===== src/hw/csr_consts.svh =====
// constants for the card suspend/resume command handler
`ifndef CSR_CONSTS_SVH
`define CSR_CONSTS_SVH
`define CSR_P1_OP_BIT 0
`define CSR_P1_SUSPEND 8'h00
`define CSR_P1_RESUME 8'h01
`define CSR_P2_ZERO 8'h00
`define CSR_LC_SUSPEND 8'h04
`define CSR_LE_SUSPEND 8'h0A
`define CSR_LC_RESUME 8'h08
`define CSR_SEL_P1_BY_NAME 8'h04
`define CSR_SW_OK 16'h9000
`define CSR_SW_COND 16'h6985
`define CSR_SW_TOKEN 16'h6982
`define CSR_SW_DURATION 16'h9864
`define CSR_SW_PARAM 16'h6A86
`define CSR_SW_LENGTH 16'h6700
`define CSR_UNIT_SEC 8'h00
`define CSR_UNIT_MIN 8'h01
`define CSR_UNIT_HOUR 8'h02
`define CSR_UNIT_DAY 8'h03
`define CSR_UNIT_TENDAY 8'h04
`define CSR_SEC_PER_MIN 32'd60
`define CSR_SEC_PER_HOUR 32'd3600
`define CSR_SEC_PER_DAY 32'd86400
`define CSR_SEC_PER_TENDAY 32'd864000
`define CSR_LFSR_SEED 64'h5A5A_C3C3_0F0F_9669
`define CSR_LFSR_TAPS 64'hD800_0000_0000_0000
`endif


===== src/hw/csr_pkg.sv =====
// types for the card suspend/resume command handler
package csr_pkg;
	typedef enum logic [2:0] {
		CSR_CMD_SUSPEND,
		CSR_CMD_SELECT,
		CSR_CMD_READ_BINARY,
		CSR_CMD_READ_RECORD,
		CSR_CMD_TERM_CAP,
		CSR_CMD_OTHER
	} csr_cmd_t;
	typedef enum logic [1:0] {
		CSR_ST_IDLE,
		CSR_ST_COMMIT,
		CSR_ST_RESTORE
	} csr_state_t;
endpackage


===== src/hw/csr_token_gen.sv =====
// free-running 64-bit lfsr that supplies resume tokens
`timescale 1ns/100ps
`include "csr_consts.svh"
module csr_token_gen #(
	parameter int WIDTH = 64
) (
	// clock and reset
	input wire logic sys_clk_i,
	input wire logic reset_i,
	// entropy mixed in every cycle
	input wire logic entropy_i,
	// current token value
	output logic [WIDTH-1:0] token_o
);
	import csr_pkg::*;
	logic [WIDTH-1:0] lfsr_ff;
	logic [WIDTH-1:0] nxt_lfsr;
	always_comb begin
		nxt_lfsr = {lfsr_ff[WIDTH-2:0], (^(lfsr_ff & WIDTH'(`CSR_LFSR_TAPS))) ^ entropy_i};
		// lock-up of all zeros is escaped by reseeding
		if (lfsr_ff == '0) begin
			nxt_lfsr = WIDTH'(`CSR_LFSR_SEED);
		end
	end
	always_ff @(posedge sys_clk_i or posedge reset_i) begin
		if (reset_i) begin
			lfsr_ff <= WIDTH'(`CSR_LFSR_SEED);
		end else begin
			lfsr_ff <= nxt_lfsr;
		end
	end
	assign token_o = lfsr_ff;
endmodule


===== src/hw/csr_suspend_resume.sv =====
// suspend/resume command handler: parses commands, saves and restores card state
`timescale 1ns/100ps
`include "csr_consts.svh"
module csr_suspend_resume #(
	parameter int STATE_W = 64,
	parameter int TOKEN_W = 64
) (
	// clock and reset
	input wire logic sys_clk_i,
	input wire logic reset_i,
	// decoded command from the apdu layer
	input wire logic cmd_valid_i,
	input wire csr_pkg::csr_cmd_t cmd_kind_i,
	input wire logic [7:0] cmd_p1_i,
	input wire logic [7:0] cmd_p2_i,
	input wire logic [7:0] cmd_lc_i,
	input wire logic [7:0] cmd_le_i,
	input wire logic cmd_le_present_i,
	input wire logic [63:0] cmd_data_i,
	// session conditions
	input wire logic proactive_active_i,
	input wire logic channel_open_i,
	input wire logic secure_channel_i,
	input wire logic internal_refuse_i,
	input wire logic [15:0] card_max_dur_i,
	input wire logic [STATE_W-1:0] live_state_i,
	// non-volatile store handshake
	output logic nvm_write_o,
	output logic [STATE_W-1:0] nvm_state_o,
	output logic [TOKEN_W-1:0] nvm_token_o,
	input wire logic nvm_done_i,
	// state restore to the card
	output logic restore_o,
	output logic [STATE_W-1:0] restore_state_o,
	output logic discard_pre_resume_o,
	// answer
	output logic rsp_valid_o,
	output logic [15:0] rsp_sw_o,
	output logic [79:0] rsp_data_o,
	output logic rsp_has_data_o,
	output logic saved_valid_o
);
	import csr_pkg::*;

	// duration in seconds for comparisons between units
	function automatic logic [31:0] dur_secs(input logic [15:0] dur);
		logic [31:0] cnt;
		cnt = {24'h000000, dur[7:0]};
		unique case (dur[15:8])
			`CSR_UNIT_SEC: dur_secs = cnt;
			`CSR_UNIT_MIN: dur_secs = cnt * `CSR_SEC_PER_MIN;
			`CSR_UNIT_HOUR: dur_secs = cnt * `CSR_SEC_PER_HOUR;
			`CSR_UNIT_DAY: dur_secs = cnt * `CSR_SEC_PER_DAY;
			`CSR_UNIT_TENDAY: dur_secs = cnt * `CSR_SEC_PER_TENDAY;
			default: dur_secs = 32'hFFFFFFFF;
		endcase
	endfunction

	// unit code valid
	function automatic logic unit_ok(input logic [15:0] dur);
		unit_ok = dur[15:8] <= `CSR_UNIT_TENDAY;
	endfunction

	csr_state_t state_ff, nxt_state;
	logic saved_ff, nxt_saved;
	logic [STATE_W-1:0] store_ff, nxt_store;
	logic [TOKEN_W-1:0] tok_ff, nxt_tok;
	logic [15:0] neg_ff, nxt_neg;
	logic rsp_valid_ff, nxt_rsp_valid;
	logic [15:0] rsp_sw_ff, nxt_rsp_sw;
	logic [79:0] rsp_data_ff, nxt_rsp_data;
	logic rsp_has_data_ff, nxt_rsp_has_data;
	logic restore_ff, nxt_restore;
	logic discard_ff, nxt_discard;
	logic [TOKEN_W-1:0] rnd_token;
	logic [15:0] min_dur, max_dur;
	logic dur_over;
	logic is_suspend, is_resume, busy_refuse, fmt_susp, fmt_res, allowed_pre;

	csr_token_gen #(
		.WIDTH(TOKEN_W)
	) u_tok (
		.sys_clk_i(sys_clk_i),
		.reset_i(reset_i),
		.entropy_i(cmd_valid_i ^ cmd_data_i[0]),
		.token_o(rnd_token)
	);

	assign min_dur = cmd_data_i[63:48];
	assign max_dur = cmd_data_i[47:32];
	assign is_suspend = cmd_valid_i && cmd_kind_i == CSR_CMD_SUSPEND
		&& cmd_p1_i[`CSR_P1_OP_BIT] == 1'b0;
	assign is_resume = cmd_valid_i && cmd_kind_i == CSR_CMD_SUSPEND
		&& cmd_p1_i[`CSR_P1_OP_BIT] == 1'b1;
	assign fmt_susp = cmd_p1_i == `CSR_P1_SUSPEND && cmd_p2_i == `CSR_P2_ZERO
		&& cmd_lc_i == `CSR_LC_SUSPEND && cmd_le_present_i
		&& cmd_le_i == `CSR_LE_SUSPEND;
	assign fmt_res = cmd_p1_i == `CSR_P1_RESUME && cmd_p2_i == `CSR_P2_ZERO
		&& cmd_lc_i == `CSR_LC_RESUME && !cmd_le_present_i;
	assign busy_refuse = proactive_active_i || channel_open_i || secure_channel_i
		|| internal_refuse_i;
	assign dur_over = dur_secs(min_dur) > dur_secs(card_max_dur_i);
	// commands tolerated while a saved state waits for resume
	assign allowed_pre = (cmd_kind_i == CSR_CMD_SELECT && cmd_p1_i != `CSR_SEL_P1_BY_NAME)
		|| cmd_kind_i == CSR_CMD_READ_BINARY || cmd_kind_i == CSR_CMD_READ_RECORD
		|| cmd_kind_i == CSR_CMD_TERM_CAP;

	always_comb begin
		nxt_state = state_ff;
		nxt_saved = saved_ff;
		nxt_store = store_ff;
		nxt_tok = tok_ff;
		nxt_neg = neg_ff;
		nxt_rsp_valid = 1'b0;
		nxt_rsp_sw = rsp_sw_ff;
		nxt_rsp_data = rsp_data_ff;
		nxt_rsp_has_data = rsp_has_data_ff;
		nxt_restore = 1'b0;
		nxt_discard = 1'b0;
		unique case (state_ff)
			CSR_ST_IDLE: begin
				if (is_suspend) begin
					nxt_rsp_has_data = 1'b0;
					nxt_rsp_data = '0;
					if (!fmt_susp) begin
						nxt_rsp_valid = 1'b1;
						nxt_rsp_sw = (cmd_lc_i != `CSR_LC_SUSPEND) ? `CSR_SW_LENGTH
							: `CSR_SW_PARAM;
					end else if (busy_refuse) begin
						nxt_rsp_valid = 1'b1;
						nxt_rsp_sw = `CSR_SW_COND;
					end else if (!unit_ok(min_dur) || !unit_ok(max_dur)
						|| dur_secs(min_dur) > dur_secs(max_dur)) begin
						nxt_rsp_valid = 1'b1;
						nxt_rsp_sw = `CSR_SW_PARAM;
					end else if (dur_over) begin
						nxt_rsp_valid = 1'b1;
						nxt_rsp_sw = `CSR_SW_DURATION;
					end else begin
						// clamp card limit into the proposed window
						if (dur_secs(card_max_dur_i) >= dur_secs(max_dur)) begin
							nxt_neg = max_dur;
						end else begin
							nxt_neg = card_max_dur_i;
						end
						nxt_store = live_state_i;
						nxt_tok = rnd_token;
						nxt_saved = 1'b0;
						nxt_state = CSR_ST_COMMIT;
					end
				end else if (is_resume) begin
					nxt_rsp_valid = 1'b1;
					nxt_rsp_has_data = 1'b0;
					nxt_rsp_data = '0;
					if (!fmt_res) begin
						nxt_rsp_sw = (cmd_lc_i != `CSR_LC_RESUME) ? `CSR_SW_LENGTH
							: `CSR_SW_PARAM;
						nxt_saved = 1'b0;
					end else if (!saved_ff) begin
						nxt_rsp_sw = `CSR_SW_COND;
					end else if (cmd_data_i != tok_ff) begin
						nxt_rsp_sw = `CSR_SW_TOKEN;
						nxt_saved = 1'b0;
					end else begin
						nxt_rsp_sw = `CSR_SW_OK;
						nxt_restore = 1'b1;
						nxt_discard = 1'b1;
						nxt_saved = 1'b0;
					end
				end else if (cmd_valid_i && saved_ff && !allowed_pre) begin
					nxt_saved = 1'b0;
				end
			end
			CSR_ST_COMMIT: begin
				// answer only once storage holds state and token
				if (nvm_done_i) begin
					nxt_saved = 1'b1;
					nxt_rsp_valid = 1'b1;
					nxt_rsp_sw = `CSR_SW_OK;
					nxt_rsp_data = {neg_ff, tok_ff};
					nxt_rsp_has_data = 1'b1;
					nxt_state = CSR_ST_IDLE;
				end
			end
			CSR_ST_RESTORE: begin
				nxt_state = CSR_ST_IDLE;
			end
			default: begin
				nxt_state = CSR_ST_IDLE;
			end
		endcase
	end

	always_ff @(posedge sys_clk_i or posedge reset_i) begin
		if (reset_i) begin
			state_ff <= CSR_ST_IDLE;
			saved_ff <= 1'b0;
			store_ff <= '0;
			tok_ff <= '0;
			neg_ff <= 16'h0000;
			rsp_valid_ff <= 1'b0;
			rsp_sw_ff <= 16'h0000;
			rsp_data_ff <= '0;
			rsp_has_data_ff <= 1'b0;
			restore_ff <= 1'b0;
			discard_ff <= 1'b0;
		end else begin
			state_ff <= nxt_state;
			saved_ff <= nxt_saved;
			store_ff <= nxt_store;
			tok_ff <= nxt_tok;
			neg_ff <= nxt_neg;
			rsp_valid_ff <= nxt_rsp_valid;
			rsp_sw_ff <= nxt_rsp_sw;
			rsp_data_ff <= nxt_rsp_data;
			rsp_has_data_ff <= nxt_rsp_has_data;
			restore_ff <= nxt_restore;
			discard_ff <= nxt_discard;
		end
	end

	assign nvm_write_o = state_ff == CSR_ST_COMMIT;
	assign nvm_state_o = store_ff;
	assign nvm_token_o = tok_ff;
	assign restore_o = restore_ff;
	assign restore_state_o = store_ff;
	assign discard_pre_resume_o = discard_ff;
	assign rsp_valid_o = rsp_valid_ff;
	assign rsp_sw_o = rsp_sw_ff;
	assign rsp_data_o = rsp_data_ff;
	assign rsp_has_data_o = rsp_has_data_ff;
	assign saved_valid_o = saved_ff;
endmodule


===== config.mk =====
export PLATFORM = sky130hd
export DESIGN_NAME = csr_suspend_resume
export DESIGN_NICKNAME = d
export VERILOG_FILES = /design/src/hw/csr_pkg.sv /design/src/hw/csr_token_gen.sv /design/src/hw/csr_suspend_resume.sv
export VERILOG_INCLUDE_DIRS = /design/src /design/src/hw
export SDC_FILE = /design/constraint.sdc
export NUM_CORES = 2
export LEC_CHECK = 0
export BUFFER_PORTS_ARGS = -buffer_cell sky130_fd_sc_hd__clkbuf_2
export CAP_MARGIN = 30
export CORE_ASPECT_RATIO = 0.6
export CORE_MARGIN = 3
export CORE_UTILIZATION = 38
export CTS_CLUSTER_SIZE = 10
export DETAILED_ROUTE_END_ITERATION = 10
export PLACE_DENSITY = 0.55
export SLEW_MARGIN = 20
export SYNTH_ARGS = -nofsm -noshare
export SYNTH_HDL_FRONTEND = slang
export SYNTH_HIERARCHICAL = 1
export SYNTH_SLANG_ARGS = --single-unit
export TNS_END_PERCENT = 1

===== constraint.sdc =====
create_clock -name sys_clk_i -period 12.97 [get_ports sys_clk_i]
set_input_delay 1.297 -clock sys_clk_i [delete_from_list [all_inputs] [get_ports sys_clk_i]]
set_output_delay 1.297 -clock sys_clk_i [all_outputs]
set_load 0.005 [all_outputs]

# Yosys cells after proc, flatten, opt, wreduce, memory -nomap -nowiden

Cells that the tools add are included.

Register bits: 310
Input bits: 188
Word-level logic and storage cells: 187

$mul: 12
Order comparisons: 5
Eq/ne operators: 38
Muxes and demuxes: 75
Bitwise logic cells: 6
Reduce and logical (&&, ||, !) cells: 40

Operators with widths:

| kind                  | number |
|---|---|
| $mux 32               | 20 |
| $pmux 32 s5           | 3 |
| $mux 80               | 3 |
| $mux 16               | 11 |
| $pmux 80 s2           | 1 |
| $gt 32x32->1          | 2 |
| $logic_not 64->1      | 1 |
| $mux 64               | 1 |
| $ne 64x64->1          | 1 |
| $reduce_xor 64->1     | 1 |
| $mul 8x12->20 const B | 3 |
| $mul 8x10->18 const B | 3 |
| $eq 8x2->1 const B    | 6 |
| $mul 8x8->16 const B  | 3 |
| $logic_not 8->1       | 5 |
| $mul 8x4->12 const B  | 3 |
| $eq 8x1->1 const B    | 4 |
| $eq 8x3->1 const B    | 4 |
| $ge 32x32->1          | 1 |
| $pmux 16 s2           | 1 |
| $mux 12               | 2 |
| $mux 1                | 23 |
| $eq 8x4->1 const B    | 2 |
| $le 8x3->1 const B    | 2 |
| 26 further kinds      | 70 |

# Longest topological paths before layout

Depth after elaboration: 17
Gate-level depth with buffers: 33
Mapped depth without buffers: 31

# Cells and area by module

Netlist, hierarchy kept.

Modules (own cells, without submodules):

| module             | instances | cells each | area an instance (um2) |
|---|---|---|---|
| csr_suspend_resume | 1         | 2969       | 27652.8 |
| csr_token_gen      | 1         | 159        | 2194.6 |

# Worst setup path before layout

No wires, ideal clock.

Kind: input to register
Start point: input card_max_dur_i[5]
End point: register store_ff[52] (netlist: nvm_state_o[52])
Library setup time: 125 ps
Arrival: 7520 ps
Slack: 5324 ps
Cell stages on the path: 28
Cells stage by stage: fa_1 inv_1 fa_1 fa_1 fa_1 inv_1 ha_1 nor4_1 o21ai_0 a41oi_1 o21ai_0 and3_1 o21ai_0 inv_1 ha_1 a21oi_1 nor2b_1 o21ai_0 nand2b_1 a221o_1 a31o_2 a211o_1 a21boi_0 o2111ai_1 buf_4 buf_6 buf_6 mux2_4

Longest elaborated chain between the ends: 5
Elaborated cells on any way between the ends: 8
Those cells by class: mul: 4; order compare: 1; mux: 1; bitwise: 1; reduce/logical: 1

Ends and longest elaborated chain:

| element                                               | RTL line                  | text |
|---|---|---|
| start: declaration                                    | csr_suspend_resume.sv:25  | `input wire logic [15:0] card_max_dur_i,` |
| $mul 8x12->20 (no line), or another cell as far along | -                         |  |
| $pmux 32 s5 (*)                                       | csr_suspend_resume.sv:49  | `unique case (dur[15:8])` |
| $gt 32x32->1 (*)                                      | csr_suspend_resume.sv:102 | `assign dur_over = dur_secs(min_dur) > dur_secs(card_max_dur_i);` |
| $not 1->1 (no line) (*)                               | -                         |  |
| $reduce_and 6->1 (no line) (*)                        | -                         |  |
| end signal: assignment                                | csr_suspend_resume.sv:210 | `store_ff <= nxt_store;` |
| end: declaration                                      | csr_suspend_resume.sv:66  | `logic [STATE_W-1:0] store_ff, nxt_store;` |

Every way passes the cells marked *; elsewhere a longest branch is shown, timed or not.
A chain may end at the register's enable or synchronous reset.

# Worst setup path in the final report

Start point: input card_max_dur_i[5]
End point: register rsp_sw_ff[12] (netlist: rsp_sw_o[12])

Longest elaborated chain between the ends: 5
Elaborated cells on any way between the ends: 8
Those cells by class: mul: 4; order compare: 1; eq/ne: 1; mux: 1; reduce/logical: 1

Ends and longest elaborated chain:

| element                                               | RTL line                  | text |
|---|---|---|
| $mul 8x12->20 (no line), or another cell as far along | -                         |  |
| $pmux 32 s5 (*)                                       | csr_suspend_resume.sv:49  |  |
| $gt 32x32->1 (*)                                      | csr_suspend_resume.sv:102 |  |
| $ne 6x6->1 (no line) (*)                              | -                         |  |
| $reduce_and 4->1 (no line) (*)                        | -                         |  |
| end signal: assignment                                | csr_suspend_resume.sv:214 | `rsp_sw_ff <= nxt_rsp_sw;` |
| end: declaration                                      | csr_suspend_resume.sv:70  | `logic [15:0] rsp_sw_ff, nxt_rsp_sw;` |

Marked as above.

==> flow_summary.ini <==
[critical_path]
critical_path.reg2reg.endpoint = rsp_sw_o[7]$_DFFE_PP0P_
timing.rr.start = nvm_token_o[7]$_DFFE_PP0P_
timing.critical_path.slowest_stage_cell = sky130_fd_sc_hd__fa_1
stages_on_the_worst_setup_path = 28
worstSetupStartpoint = card_max_dur_i[5]
rr_worst_depth = 8
critical-path-top-delay-family = compound AO/OA/AOI/OAI gates
critical_path_required_ns = 13.33
kind_of_start_point_of_the_critical_path = primary input
worst_setup_path_endpoint = rsp_sw_o[12]$_DFFE_PP0P_
critical-path-max-stage-delay_ns = 0.73
critPathArrivalTime_ns = 9.66
cp.buffers_inverters = 5
critical_path.max_fanout = 136
worst_setup_path_end_kind = flip-flop
worst-r2r-setup-slack_ns = 9.53
worstSetupPathType = primary input to flip-flop

[layout]
final_cell_count_no_fill = 4554
layout-drive-gt1-share_pct = 21.67
mostFrequentLayoutCells = sky130_fd_sc_hd__ha_1 (484), sky130_fd_sc_hd__clkbuf_2 (481), sky130_fd_sc_hd__inv_1 (355)
seq_area_mm2 = 0.007647
fin_util_pct = 44.06
syn2layout_area_growth_pct = 13.23
layout.cells.most_common = sky130_fd_sc_hd__ha_1
final.fill_count = 7582
nets = 4296
multi_input_area_mm2 = 0.01983

[power_and_ir_drop]
power_density_mw_per_mm2 = 118.8
vdd.ir_drop.worst_mv = 0.08387
p_leak_nw = 17.99

[yosys]
synth_area_leader_cell = sky130_fd_sc_hd__dfrtp_1
synth_edf_count = 0
synthesis.area_mm2 = 0.02985
synth_ff_type = sky130_fd_sc_hd__dfrtp_1
synth_async_sr_flop_share_pct = 100.0
yosys-top-cells-area = sky130_fd_sc_hd__dfrtp_1 (23%), sky130_fd_sc_hd__ha_1 (20%), sky130_fd_sc_hd__fa_1 (9.2%), sky130_fd_sc_hd__inv_1 (4.5%), sky130_fd_sc_hd__o21ai_0 (3.6%)
ys.warnings.count = 6
post-synth-top-area-fraction_pct = 22.80
synth.yosys.seq_area_share_pct = 25.62
yosys.cell_types.count = 90
synthesis.instances = 3128
syn-mean-instance-area_um2 = 9.542
synth-seq-cells = 304

[drt]
count_of_vias_placed_by_the_detailed_router = 24510
vias_per_cell = 5.383
total_drc_errors_in_the_routed_layout = 0
detail_route.wl_per_cell_um = 23.33
routed-wl-met2_um = 39180
drt_iter0_markers = 2021
highest-signal-layer = met5
drtAntennaViolNets = 0
detailedRoute.firstPassIterationCount = 7
wl_met3_um = 11780
m1WireLength_um = 53880
final_wirelength_um = 106200

[grt]
first_global_vias = 23710
grt_use_total_pct = 25.35
antenna_found_initial = 5
maximum_number_of_pins_on_one_net_before_global_route_repair = 137
grt_first_pass_wirelength_um = 158000
overflow = 0

[floorplan]
fp.dieArea_mm2 = 0.08206
die-height_um = 223.1
floorplan.initialDensity_pct = 38.91
floorplan.core_area_mm2 = 0.07671
die_width_um = 367.8
io_pins = 482
placement_rows = 78

[sta]
setup_viol = 0
finalClockSkew_ns = 0.02015
finalHoldViolCount = 0
timing_worst_slew_pin_value_ns = 1.003
clock.fmax_mhz = 107.5
final.period_utilization_pct = 71.70
timing.slew.headroom_pct = 32.26
max_transition_viols_final = 0
finalWorstPathRequiredPeriod_ns = 9.299
final.setup.tns_ns = 0
grt_setup_unrepaired = false
timing.hold.ws_ns = 0.4035

[clocking]
cts_root_buffer = sky130_fd_sc_hd__clkbuf_16
cts.sinks = 304
tritoncts_buffers = 36
clk_transition_reported_paths_ns = 0.06
setup_buffers_after_cts = 0
cts.htree.levels = 2
insertion_delay_ns = 0.52
tritoncts = yes
buffer_depth_of_the_longest_clock_path = 3
cts_resized = 0
cts_hold_buffers = 0

[run]
cap_viol_max_count = 0

[placed_design]
io_buffer_count = 479
dp_hpwl_um = 86390
place.detailed.instances = 4482
gp_routability_congestion = 0.9757

[status]
outcome = finished, final reports clean

[hold_path]
worst_hold_check_path_type = flip-flop to flip-flop
## worst reg2reg max path, cell delays in order, from the launching register on
cell and delay, ns:
sky130_fd_sc_hd__dfrtp_1 0.45, sky130_fd_sc_hd__xor2_1 0.29, sky130_fd_sc_hd__nor4_1 0.80, sky130_fd_sc_hd__nand4_1 0.21
sky130_fd_sc_hd__nor4_2 0.83, sky130_fd_sc_hd__nand3_1 0.21, sky130_fd_sc_hd__nand2_1 0.13, sky130_fd_sc_hd__a21oi_1 0.10
sky130_fd_sc_hd__a32o_1 0.32
## logic make-up after synthesis
group	after synthesis	synth area share, %
xor gates and xnor gates	193	5.663
adders and majority gates	621	29.48
AOI/OAI and AO/OA	671	14.42
DFF	304	25.62
other	1	0.01256
muxes	142	5.911
and+or+nand+nor	651	10.79
buffers and inverters	545	8.099
## layout make-up
| class | count | area share (%) |
|---|---|---|
| multi-input combinational | 2280 | 58.69 |
| sequential | 304 | 22.63 |
| timing repair buffer | 506 | 7.768 |
| inverter | 359 | 4.010 |
| tap | 1040 | 3.850 |
| clock buffer | 61 | 3.006 |
| clock inverter | 1 | 0.02592 |
| antenna | 3 | 0.02221 |
## Yosys cell counts, drive strengths merged (32+ instances only)
master and number:
o21ai 219, clkbuf 81, a21oi 168, inv 357, nand3 59, mux2 132
xnor2 88, ha 484, dfstp 32, nor2 85, dfrtp 272, xor2 105
a21o 66, buf 105, fa 137, or2 41, nor4 46, nand2 269
## metrics by stage
stage / setup slack, ns / area, um^2 / power (W)
finish: 3.671 / 33790 / 0.004013
global route: 3.121 / 33790 / 0.004320
CTS: 3.752 / 33720 / 0.003979
detailed placement: 3.238 / 32700 / 0.003023
global placement: 3.252 / 32680 / 0.003047
floorplan: 5.085 / 29850 / 0.002467
## where the power goes
| group | total [W] | switching (W) | internal, W |
|---|---|---|---|
| Clock | 0.000933 | 0.000403 | 0.000531 |
| Sequential | 0.00107 | 0.0000513 | 0.00102 |
| Combinational | 0.00201 | 0.00121 | 0.000793 |
| Total | 0.00401 | 0.00167 | 0.00234 |
## registers in the layout (all words and copies together), names as in the netlist, 11 cells and up
signal,cells
u_tok/token_o,64
rsp_sw_o,11
neg_ff,16
nvm_token_o,64
rsp_data_o,80
nvm_state_o,64
## worst min path at each step
stage                                startpoint                     endpoint  slack (ns)  cells past startpoint
floorplan           u_tok/token_o[36]$_DFF_PP0_  u_tok/token_o[37]$_DFF_PP0_        0.45                      1
global placement    u_tok/token_o[55]$_DFF_PP0_  u_tok/token_o[56]$_DFF_PP0_        0.39                      0
detailed placement  u_tok/token_o[29]$_DFF_PP0_  u_tok/token_o[30]$_DFF_PP0_        0.39                      0
CTS                 u_tok/token_o[49]$_DFF_PP1_  u_tok/token_o[50]$_DFF_PP0_        0.40                      0
global route        u_tok/token_o[49]$_DFF_PP1_  u_tok/token_o[50]$_DFF_PP0_        0.40                      0
finish              u_tok/token_o[49]$_DFF_PP1_  u_tok/token_o[50]$_DFF_PP0_        0.40                      0
## per-layer routing
| layer | vias up | track usage (%) |
|---|---|---|
| met5 | - | 0.4079 |
| met4 | 6 | 2.907 |
| met1 | 11860 | 40.64 |
| met3 | 88 | 9.719 |
| met2 | 1028 | 31.75 |
| li1 | 11530 | - |
Note: power is estimated with default switching activity, not from simulation.
